File: config.mk
export PLATFORM = sky130hd
export DESIGN_NAME = pfa_core
export DESIGN_NICKNAME = d
export VERILOG_FILES = /design/src/pfa_pkg.sv /design/src/pfa_core.sv
export VERILOG_INCLUDE_DIRS = /design/src
export SDC_FILE = /design/constraint.sdc
export NUM_CORES = 1
export LEC_CHECK = 0
export BUFFER_PORTS_ARGS = -buffer_cell sky130_fd_sc_hd__buf_2
export CAP_MARGIN = 15
export CORE_MARGIN = 8
export CORE_UTILIZATION = 45
export CTS_CLUSTER_SIZE = 8
export DETAILED_ROUTE_END_ITERATION = 8
export GPL_ROUTABILITY_DRIVEN = 0
export PLACE_DENSITY = 0.66
export SLEW_MARGIN = 10
export SYNTH_ARGS = -nofsm -noshare
export SYNTH_HDL_FRONTEND = slang
export SYNTH_SLANG_ARGS = --single-unit
File: constraint.sdc
create_clock -name i_ref_clk -period 4 [get_ports i_ref_clk]
set_input_delay 1 -clock i_ref_clk [delete_from_list [all_inputs] [get_ports i_ref_clk]]
set_output_delay 1 -clock i_ref_clk [all_outputs]
set_load 0.01 [all_outputs]
File: src/pfa_defs.svh
// timing-free constants for the program flow and indirect addressing block
// assumes inclusion by bare name from the design file
`ifndef PFA_DEFS_SVH
`define PFA_DEFS_SVH
`define PFA_PC_W 13
`define PFA_PAGE_W 11
`define PFA_STACK_DEPTH 8
`define PFA_SP_W 3
`define PFA_RESET_PC 13'h0000
`define PFA_INT_VECTOR 13'h0004
`define PFA_INDIRECT_DATA_PORT_ADDR 7'h00
`define PFA_PCL_ADDR 7'h02
`define PFA_FSR_ADDR 7'h04
`define PFA_INDIRECT_DATA_PORT_READ 8'h00
`endif

File: src/pfa_pkg.sv
// types for the program flow and indirect addressing block
// assumes nothing beyond a SystemVerilog compiler
package pfa_pkg;
  typedef enum logic [4:0] {
    PFA_OP_NEXT = 5'h01,
    PFA_OP_JUMP = 5'h02,
    PFA_OP_CALL = 5'h04,
    PFA_OP_RET = 5'h08,
    PFA_OP_INTR = 5'h10
  } pfa_op_t;
endpackage

File: src/pfa_core.sv
// program counter, return stack and indirect address generation
// assumes the decoder presents one op per clock and the data bus maps files by address
// How it works
// - 13-bit counter; low byte is a data-space file that reads and writes
// - upper five bits never written directly; loaded from the latch, target, stack or vector, or by carry
// - reset clears the whole counter to zero
// - a low-byte write loads upper bits from latch bits 4..0 together
// - call or jump gives 11 bits, latch bits 4..3 give the page
// - page plus in-page address reaches one continuous 8K-word space
// - adding to the low byte is a computed branch with latch upper bits
// - eight 13-bit return entries, pointer hidden from software
// - call or interrupt branch pushes the return address
// - return, return with literal, return from interrupt pop the full counter
// - push and pop never touch the upper latch
// - stack is circular, ninth push overwrites the first entry
// - no overflow or underflow flag exists
// - access to the indirect port goes to the pointed-to location
// - indirect read of the indirect port itself returns zero
// - indirect write of the indirect port itself stores nothing
// - effective address is bank bit above the 8-bit pointer
// - interrupt branch loads the fixed vector after pushing
`include "pfa_defs.svh"

module pfa_core #(
  parameter int DEPTH = `PFA_STACK_DEPTH
) (
  // clock and reset
  input wire logic i_ref_clk,
  input wire logic i_rst_n,
  // decoder
  input wire pfa_pkg::pfa_op_t i_op,
  input wire logic [`PFA_PAGE_W-1:0] i_target,
  input wire logic i_file_wr,
  input wire logic [6:0] i_file_addr,
  input wire logic [7:0] i_file_wdata,
  input wire logic [7:0] i_pc_upper_latch,
  input wire logic i_indirect_bank_bit,
  // data memory
  input wire logic [7:0] i_mem_rdata,
  output logic [8:0] o_mem_addr,
  output logic o_mem_wr,
  output logic [7:0] o_mem_wdata,
  // results
  output logic [`PFA_PC_W-1:0] o_pc,
  output logic [7:0] o_pc_low_byte_reg,
  output logic [7:0] o_indirect_pointer_reg,
  output logic [7:0] o_file_rdata
);

  localparam int SPW = $clog2(DEPTH);

  logic [`PFA_PC_W-1:0] pc_q;
  logic [`PFA_PC_W-1:0] pc_d;
  logic [`PFA_PC_W-1:0] stack_q [DEPTH];
  logic [SPW-1:0] sp_q;
  logic [7:0] fsr_q;
  logic pcl_wr;
  logic [8:0] eff_addr;
  logic self_ref;
  logic is_indirect_data_port;

  function automatic logic [`PFA_PC_W-1:0] pc_plus1(input logic [`PFA_PC_W-1:0] pc);
    pc_plus1 = pc + 13'h0001;
  endfunction

  assign pcl_wr = i_file_wr && (i_file_addr == `PFA_PCL_ADDR);
  assign is_indirect_data_port = i_file_addr == `PFA_INDIRECT_DATA_PORT_ADDR;

  //----------------------------------------
  // program counter
  //----------------------------------------
  // pcl write (incl. computed add) has priority over sequencing; stack never touches latch
  always_comb begin
    pc_d = pc_plus1(pc_q);
    if (pcl_wr) begin
      pc_d = {i_pc_upper_latch[4:0], i_file_wdata};
    end else begin
      unique case (i_op)
        pfa_pkg::PFA_OP_NEXT: pc_d = pc_plus1(pc_q);
        pfa_pkg::PFA_OP_JUMP,
        pfa_pkg::PFA_OP_CALL: pc_d = {i_pc_upper_latch[4:3], i_target};
        pfa_pkg::PFA_OP_RET: pc_d = stack_q[sp_q - 1'b1];
        pfa_pkg::PFA_OP_INTR: pc_d = `PFA_INT_VECTOR;
        default: pc_d = pc_plus1(pc_q);
      endcase
    end
  end

  always_ff @(posedge i_ref_clk) begin
    if (!i_rst_n) begin
      pc_q <= `PFA_RESET_PC;
    end else begin
      pc_q <= pc_d;
    end
  end

  //----------------------------------------
  // return stack
  //----------------------------------------
  // no flags: wrap silently in both directions
  always_ff @(posedge i_ref_clk) begin
    if (!i_rst_n) begin
      sp_q <= '0;
    end else if (!pcl_wr && (i_op == pfa_pkg::PFA_OP_CALL || i_op == pfa_pkg::PFA_OP_INTR)) begin
      sp_q <= sp_q + 1'b1;
    end else if (!pcl_wr && i_op == pfa_pkg::PFA_OP_RET) begin
      sp_q <= sp_q - 1'b1;
    end
  end

  // entries hold no reset value, stale data returned on underflow
  always_ff @(posedge i_ref_clk) begin
    if (i_rst_n && !pcl_wr && (i_op == pfa_pkg::PFA_OP_CALL || i_op == pfa_pkg::PFA_OP_INTR)) begin
      stack_q[sp_q] <= pc_plus1(pc_q);
    end
  end

  //----------------------------------------
  // indirect addressing
  //----------------------------------------
  always_ff @(posedge i_ref_clk) begin
    if (!i_rst_n) begin
      fsr_q <= 8'h00;
    end else if (i_file_wr && i_file_addr == `PFA_FSR_ADDR) begin
      fsr_q <= i_file_wdata;
    end
  end

  assign eff_addr = {i_indirect_bank_bit, fsr_q};
  assign self_ref = fsr_q[6:0] == `PFA_INDIRECT_DATA_PORT_ADDR;

  always_comb begin
    o_mem_addr = {2'b00, i_file_addr};
    o_mem_wr = i_file_wr && !pcl_wr;
    o_mem_wdata = i_file_wdata;
    o_file_rdata = i_mem_rdata;
    if (is_indirect_data_port) begin
      o_mem_addr = eff_addr;
      o_mem_wr = i_file_wr && !self_ref;
      if (self_ref) begin
        o_file_rdata = `PFA_INDIRECT_DATA_PORT_READ;
      end
    end else if (i_file_addr == `PFA_PCL_ADDR) begin
      o_file_rdata = pc_q[7:0];
    end else if (i_file_addr == `PFA_FSR_ADDR) begin
      o_file_rdata = fsr_q;
    end
  end

  assign o_pc = pc_q;
  assign o_pc_low_byte_reg = pc_q[7:0];
  assign o_indirect_pointer_reg = fsr_q;

  //----------------------------------------
  // checks
  //----------------------------------------
  a_reset_clears_pc: assert property (@(posedge i_ref_clk) !i_rst_n |=> pc_q == 13'h0000)
    else $error("pc not cleared by reset");
  a_pcl_write_load: assert property (@(posedge i_ref_clk) disable iff (!i_rst_n)
    pcl_wr |=> pc_q == {$past(i_pc_upper_latch[4:0]), $past(i_file_wdata)})
    else $error("low byte write did not load latch bits");
  a_jump_page_sel: assert property (@(posedge i_ref_clk) disable iff (!i_rst_n)
    (!pcl_wr && i_op == pfa_pkg::PFA_OP_JUMP) |=>
    pc_q == {$past(i_pc_upper_latch[4:3]), $past(i_target)})
    else $error("jump page wrong");
  a_call_ret_pair: assert property (@(posedge i_ref_clk) disable iff (!i_rst_n)
    (!pcl_wr && i_op == pfa_pkg::PFA_OP_CALL) ##1 (!pcl_wr && i_op == pfa_pkg::PFA_OP_RET)
    |=> pc_q == $past(pc_q, 2) + 13'h0001)
    else $error("return did not restore call site");
  a_intr_vector: assert property (@(posedge i_ref_clk) disable iff (!i_rst_n)
    (!pcl_wr && i_op == pfa_pkg::PFA_OP_INTR) |=> pc_q == 13'h0004 && sp_q == $past(sp_q) + 1'b1)
    else $error("interrupt vector or push wrong");
  a_stack_wrap: assert property (@(posedge i_ref_clk) disable iff (!i_rst_n)
    (!pcl_wr && i_op == pfa_pkg::PFA_OP_RET && sp_q == '0) |=> sp_q == SPW'(DEPTH - 1))
    else $error("pop did not wrap");
  a_indirect_data_port_self_read: assert property (@(posedge i_ref_clk) disable iff (!i_rst_n)
    (is_indirect_data_port && self_ref) |-> o_file_rdata == 8'h00 && !o_mem_wr)
    else $error("self indirect access leaked");
  a_indirect_addr: assert property (@(posedge i_ref_clk) disable iff (!i_rst_n)
    is_indirect_data_port |-> o_mem_addr == {i_indirect_bank_bit, fsr_q})
    else $error("effective address wrong");

  // sequencing and stack bookkeeping
  a_next_increment: assert property (@(posedge i_ref_clk) disable iff (!i_rst_n)
    (!pcl_wr && i_op == pfa_pkg::PFA_OP_NEXT) |=> pc_q == $past(pc_q) + 13'h0001)
    else $error("counter did not advance");
  a_call_page_sel: assert property (@(posedge i_ref_clk) disable iff (!i_rst_n)
    (!pcl_wr && i_op == pfa_pkg::PFA_OP_CALL) |=>
    pc_q == {$past(i_pc_upper_latch[4:3]), $past(i_target)})
    else $error("call page wrong");
  a_call_push: assert property (@(posedge i_ref_clk) disable iff (!i_rst_n)
    (!pcl_wr && i_op == pfa_pkg::PFA_OP_CALL) |=>
    sp_q == $past(sp_q) + 1'b1 && stack_q[$past(sp_q)] == $past(pc_q) + 13'h0001)
    else $error("call did not push return address");
  a_pop_restore: assert property (@(posedge i_ref_clk) disable iff (!i_rst_n)
    (!pcl_wr && i_op == pfa_pkg::PFA_OP_RET) |=> pc_q == $past(stack_q[sp_q - 1'b1]))
    else $error("pop did not restore entry");
  a_pop_pointer: assert property (@(posedge i_ref_clk) disable iff (!i_rst_n)
    (!pcl_wr && i_op == pfa_pkg::PFA_OP_RET) |=> sp_q == $past(sp_q) - 1'b1)
    else $error("pop pointer wrong");
  a_pcl_no_stack: assert property (@(posedge i_ref_clk) disable iff (!i_rst_n)
    pcl_wr |=> sp_q == $past(sp_q))
    else $error("low byte write moved stack");
  a_pcl_no_mem: assert property (@(posedge i_ref_clk) disable iff (!i_rst_n)
    pcl_wr |-> !o_mem_wr)
    else $error("low byte write reached memory");

  // indirect port and direct path
  a_pointer_hold: assert property (@(posedge i_ref_clk) disable iff (!i_rst_n)
    !(i_file_wr && i_file_addr == `PFA_FSR_ADDR) |=> fsr_q == $past(fsr_q))
    else $error("pointer changed without write");
  a_direct_addr: assert property (@(posedge i_ref_clk) disable iff (!i_rst_n)
    !is_indirect_data_port |-> o_mem_addr == {2'b00, i_file_addr})
    else $error("direct address wrong");
  a_indirect_data_port_pass_read: assert property (@(posedge i_ref_clk) disable iff (!i_rst_n)
    (is_indirect_data_port && !self_ref) |-> o_file_rdata == i_mem_rdata)
    else $error("indirect read data wrong");
  a_indirect_data_port_pass_write: assert property (@(posedge i_ref_clk) disable iff (!i_rst_n)
    (is_indirect_data_port && !self_ref) |-> o_mem_wr == i_file_wr && o_mem_wdata == i_file_wdata)
    else $error("indirect write not passed");

endmodule // pfa_core

==> flow_summary_export.csv, run 1 <==
group,metric,value,unit
outcome,outcome,"completed",
final_layout,design_area,7270,µm²
worst_setup_path,start_kind,"primary input",
grt,grt_use_met3,5.37,%
sta,hold_ws,0.528,ns
final_layout,largest_register_ffs,104,
final_layout,multi_input_area,2130,µm²
routing,drt-initial-drc-count,261,
yosys,synth_seq_cells,128,
die,start_util,45.7,%
final_layout,drive_above_1_share,37.5,%
clocking,cts_tree,"built",
power,p_leak,2.81,nW
yosys,synth_compound_area_share,10.4,%
placement,io_buffers,102,
grt,antenna_found_initial,0,
yosys,synthFlopType,"edfxtp_1",
routing,wirelength,15.5,mm
yosys,yosysTopAreaCell,"edfxtp_1",
final_layout,nFillCells,1104,
yosys,yosys.area_share.simple,9.12,%
yosys,synth_top_family_by_area,"multiplexers",
sta,relSlewSlack,55.8,%
sta,final_hold_viol_count,0,
clocking,cts.path.max_buffers,2,
yosys,synth_top_area_share,52.0,%
yosys,synth-edff-count,104,
min_path,hp-class,"reg -> reg",
sta,skew,0.00556,ns
clocking,insertion_delay,0.40,ns
yosys,yosys-top-cells-area,"edfxtp_1, mux4_2, dfxtp_1, nand2_1, buf_4",
worst_setup_path,cp_max_fo,9,
worst_setup_path,cp-end-kind,"output pin",
clocking,h-tree-depth,4,
yosys,ys_warn_count,0,
clocking,cts.sinks,128,
sta,rsz0062_at_grt,"no",
clocking,path_clk_slew,0.05,ns
yosys,yosysUniqueCellTypes,52,
sta,tightest_slew,0.662,ns
yosys,syn_area,6010,µm²
die,die_w,132,µm
power,power.total,0.00329,W
clocking,postCtsSetupRepairBufs,0,
sta,drv_slew,0,
routing,antenna_left,0,
die,boundaryPins,106,
grt,grt_pass1_vias,4140,
yosys,synthAdderAreaFrac,0.625,%
routing,vias_per_cell,5.64,
yosys,synth_mux_area_share,12.3,%
routing,drc,0,
routing,firstDrtPassIters,4,
final_layout,ff_latch_area,3600,µm²
grt,grt-busiest-layer,"met2",
grt,globalRouteTotalUtil,18.1,%
yosys,yosysMostFrequentCell,"edfxtp_1",
yosys,avgSynthCellArea,13.9,µm²
die,fp.coreArea,13100,µm²
sta,fmax,262,MHz
routing,via_count,4081,
final_layout,nNetsFinal,589,
yosys,async_reset_ff_share,0,%
worst_setup_path,worstPathRequired,3.00,ns
clocking,cts_resized,0,
job,cap_violations,0,
power,irDropWorstVdd,252,µV
final_layout,utilization,55.4,%
clocking,clockRootBuffer,"clkbuf_16",
placement,dp_hpwl,11.0,mm
die,rows,42,
yosys,syn-num-nets,487,
yosys,synth_seq_area_share,60.0,%
routing,wl_per_cell,21.4,µm
grt,grt_overflow,0,
yosys,synthXorXnorAreaFrac,2.48,%
clocking,numCtsBuffers,17,
grt,grt_use_met1,22.4,%
sta,finalSetupTns,0,ns
grt,grt_max_degree,25,
final_layout,num_antenna_cells,0,
sta,setup_viol,0,
grt,use_met2,30.1,%
worst_setup_path,arrival,2.82,ns
die,die_h,132,µm
die,die-area,17300,µm²
sta,post-route-period-util,95.4,%
final_layout,syn2layout_area_growth,21.1,%
placement,place_area,6700,µm²
worst_setup_path,worst-setup-path-type,"in -> out",
power,pwr_density_cell,452,nW/µm²
clocking,holdBufCountCts,0,
grt,grt_pass1_wl,24.2,mm
yosys,syn_inst,433,
sta,period_needed,3.82,ns
yosys,synthTopCellsByCount,"edfxtp_1, nand2_1, mux4_2, dfxtp_1, buf_4",
-- power by group --
part           internal, W  total (W)  switching (W)
Combinational     0.000144   0.000312       0.000168
Clock             0.000967    0.00150       0.000529
Sequential         0.00146    0.00148      0.0000189
-- kinds of logic after synthesis --
| logic type | count (synthesis) |
|---|---|
| fa+ha+maj | 3 |
| compound gates | 86 |
| mux | 40 |
| buf+inv | 58 |
| xor+xnor | 17 |
| flops | 128 |
| simple gates | 101 |
-- layout make-up --
cell class	instances	area share (%)
inverters	16	0.826
repair buffers	125	9.39
multi-input cells	247	29.3
clock buffers	19	5.95
flip-flops and latches	128	49.5
clock inverters	12	1.98
well taps	176	3.03
-- cell usage in the layout, fill, tap and decap left out, drive strengths merged, types with 2 or more instances in the layout --
cell type / count
a21oi: 8
clkbuf: 19
a21boi: 11
and2: 5
nor3: 5
nand4: 5
a22o: 8
nand2b: 3
nor3b: 2
nand3: 13
clkinvlp: 4
dfxtp: 24
inv: 15
clkinv: 6
bufinv: 3
nand2: 38
o21a: 3
ha: 3
a22oi: 7
nor4: 6
a21o: 15
mux2: 11
o21ai: 14
o211a: 8
edfxtp: 104
o221ai: 2
xnor2: 12
buf: 125
mux2i: 3
o211ai: 8
mux4: 26
nor2: 12
nor4b: 4
xor2: 5
-- worst max-delay path, stage by stage --
cell	delay (ns)
buf_2	0.11
or4_1	0.70
nor4b_4	0.57
a22o_1	0.23
a21o_1	0.08
buf_2	0.13
-- path summary, 6_finish.rpt --
check	from	depth (start not counted)	slack, ns	end
setup / recovery	i_file_addr[3]	6	0.18	o_file_rdata[1]
hold / removal	o_indirect_pointer_reg[7]$_SDFFE_PN0P_	2	0.53	o_indirect_pointer_reg[7]$_SDFFE_PN0P_
setup reg to reg	sp_q[0]$_SDFFE_PN0P_	8	1.23	o_pc[7]$_SDFF_PN0_
hold reg to reg	o_indirect_pointer_reg[7]$_SDFFE_PN0P_	2	0.53	o_indirect_pointer_reg[7]$_SDFFE_PN0P_
-- layer usage --
layer  wire, µm  vias to the layer above
li1           -                     1850
met1       6660                     2083
met2       7820                      134
met3        844                       14
met4        172                        0
met5          0                        -
-- metrics by stage --
step                      setup slack [ns]  instances
after CTS                            0.190        723
after global routing                0.0787        723
after global placement               0.187        692
final                                0.183        723
after detailed placement             0.189        692
after floorplan                      0.475        433
(Power assumes the default switching activity.)
==> run 2, diff against run 1 <==
- REMOVE_ABC_BUFFERS: unset -> 1
==> flow_summary_export.csv, run 2 (synthesized netlist as in run 1, its figures left out) <==
group,metric,value,unit
sta,setup_viol,0,
final_layout,final_cell_mix,"edfxtp_1, buf_2, nand2_1",
placement,dp_slack,0.0946,ns
clocking,cts.path.max_buffers,2,
final_layout,syn2layout_area_growth,21.8,%
grt,globalRouteTotalUtil,18.5,%
sta,final_hold_viol_count,0,
grt,grt_max_degree,25,
clocking,cts_tree,"built",
power,intPower,0.00269,W
worst_setup_path,cp_top_family,"simple AND/OR/NAND/NOR gates",
worst_setup_path,arrival,2.77,ns
worst_setup_path,worstPathCellList,"buf_2 > or4_1 > nor2_2 > o21ai_1 > a22o_1 > a21o_1 > buf_2",
worst_setup_path,worstPathRequired,3.00,ns
sta,finalSetupTns,0,ns
clocking,insertion_delay,0.41,ns
sta,period_needed,3.77,ns
power,irDropWorstVdd,483,µV
min_path,hp-class,"reg -> reg",
final_layout,largest_register_ffs,104,
outcome,outcome,"completed",
placement,dp_hpwl,10.7,mm
clocking,cts_resized,0,
sta,fmax,265,MHz
power,power_frac_comb,9.0,%
routing,wl_per_cell,21.8,µm
clocking,holdBufCountCts,0,
final_layout,final_common_cell,"edfxtp_1",
routing,via_count,4089,
final_layout,drive_above_1_share,37.9,%
die,die-area,17300,µm²
clocking,path_clk_slew,0.05,ns
clocking,numCtsBuffers,17,
power,power_frac_seq,43.3,%
die,start_util,45.7,%
clocking,cts.sinks,128,
die,boundaryPins,106,
worst_setup_path,start_kind,"primary input",
power,p_sw_share,21.3,%
die,fp.coreArea,13100,µm²
grt,grt_overflow,0,
power,pwr_density_cell,466,nW/µm²
worst_setup_path,cp-end-kind,"output pin",
clocking,postCtsSetupRepairBufs,0,
sta,drv_slew,0,
routing,drt-initial-drc-count,353,
grt,antenna_found_initial,0,
clocking,clockRootBuffer,"clkbuf_16",
worst_setup_path,crit_top_cell,"buf_2",
worst_setup_path,worst-setup-path-type,"in -> out",
die,rows,42,
sta,post-route-period-util,94.2,%
power,pwr-share-clk,47.6,%
routing,firstDrtPassIters,5,
final_layout,nNetsFinal,585,
worst_setup_path,cp_max_fo,8,
power,p_leak,2.81,nW
routing,vias_per_cell,5.68,
routing,wirelength,15.7,mm
placement,io_buffers,102,
sta,skew,0.00684,ns
sta,tightest_slew,1.11,ns
clocking,h-tree-depth,4,
worst_setup_path,cp_num_buf_inv,2,
worst_setup_path,cpPeakStageDelay,0.69,ns
routing,antenna_left,0,
final_layout,num_antenna_cells,0,
die,die_w,132,µm
sta,rsz0062_at_grt,"no",
sta,relSlewSlack,26.0,%
job,cap_violations,0,
worst_setup_path,critPathSlowestCell,"or4_1",
sta,fin_ws,0.231,ns
die,die_h,132,µm
routing,drc,0,
grt,grt_pass1_vias,4253,
power,switching_power,0.000727,W
power,power.total,0.00341,W
worst_setup_path,reg2reg_slack,1.54,ns
grt,grt_pass1_wl,24.3,mm
==> run 2: cell types whose count changed in the layout (fill, tap and decap cells not counted) <==
cell	previous run	this run
clkinv_2	4	3
buf_4	23	19
bufinv_16	3	4
nor2_1	8	5
clkbuf_1	2	1
clkinvlp_4	4	3
clkbuf_8	0	3
nor2_2	4	7
nor3_2	3	1
nor3_4	0	2
==> run 2: area by class of cell <==
cell class	count	area, µm²
Sequential cell	128	3600
Fill cell	1084	5820
Clock inverter	11	161
Multi-Input combinational cell	247	2150
Timing Repair Buffer	121	653
Inverter	16	60.1
Clock buffer	21	470
Tap cell	176	220
==> run 2: path summary, 6_finish.rpt <==
| kind | end | cells after the start | startpoint |
|---|---|---|---|
| min | o_indirect_pointer_reg[7]$_SDFFE_PN0P_ | 2 | o_indirect_pointer_reg[7]$_SDFFE_PN0P_ |
| max reg2reg | stack_q[5][3]$_DFFE_PP_ | 3 | sp_q[0]$_SDFFE_PN0P_ |
| min reg2reg | o_indirect_pointer_reg[7]$_SDFFE_PN0P_ | 2 | o_indirect_pointer_reg[7]$_SDFFE_PN0P_ |
| max | o_file_rdata[1] | 7 | i_file_addr[3] |
==> run 2: per-layer routing <==
| metal | GRT usage, % | part of all wire [%] | vias to the layer above |
|---|---|---|---|
| li1 | - | - | 1849 |
| met1 | 22.7 | 41 | 2067 |
| met2 | 30.9 | 51 | 155 |
| met3 | 5.22 | 6.7 | 18 |
| met4 | 6.06 | 1.2 | 0 |
| met5 | 0 | 0 | - |
==> run 2: stage by stage <==
stage | hold WS (ns) | utilization [%] | cells | area [µm²]
2_1_floorplan | 0.499 | - | 391 | 5760
3_3_place_gp | 0.488 | 50.8 | 686 | 6670
3_5_place_dp | 0.499 | 50.8 | 686 | 6670
4_1_cts | 0.507 | 55.6 | 718 | 7300
5_1_grt | 0.526 | 55.7 | 720 | 7320
6_report | 0.503 | 55.7 | 720 | 7320
==> run 2: worst register-to-register path: stages, from the launching register on <==
cell	delay, ns
dfxtp_1	0.34
buf_4	0.43
nand4_1	0.37
nor2_2	0.92
==> run 2: power by group through the flow <==
| stage | clock network, W | logic [W] | registers [W] |
|---|---|---|---|
| CTS | 0.00164 | 0.000313 | 0.00148 |
| detailed placement | 0 | 0.000311 | 0.00151 |
| global route | 0.00170 | 0.000335 | 0.00148 |
| floorplan | 0 | 0.000164 | 0.00151 |
| global placement | 0 | 0.000303 | 0.00151 |
| finish | 0.00163 | 0.000309 | 0.00148 |
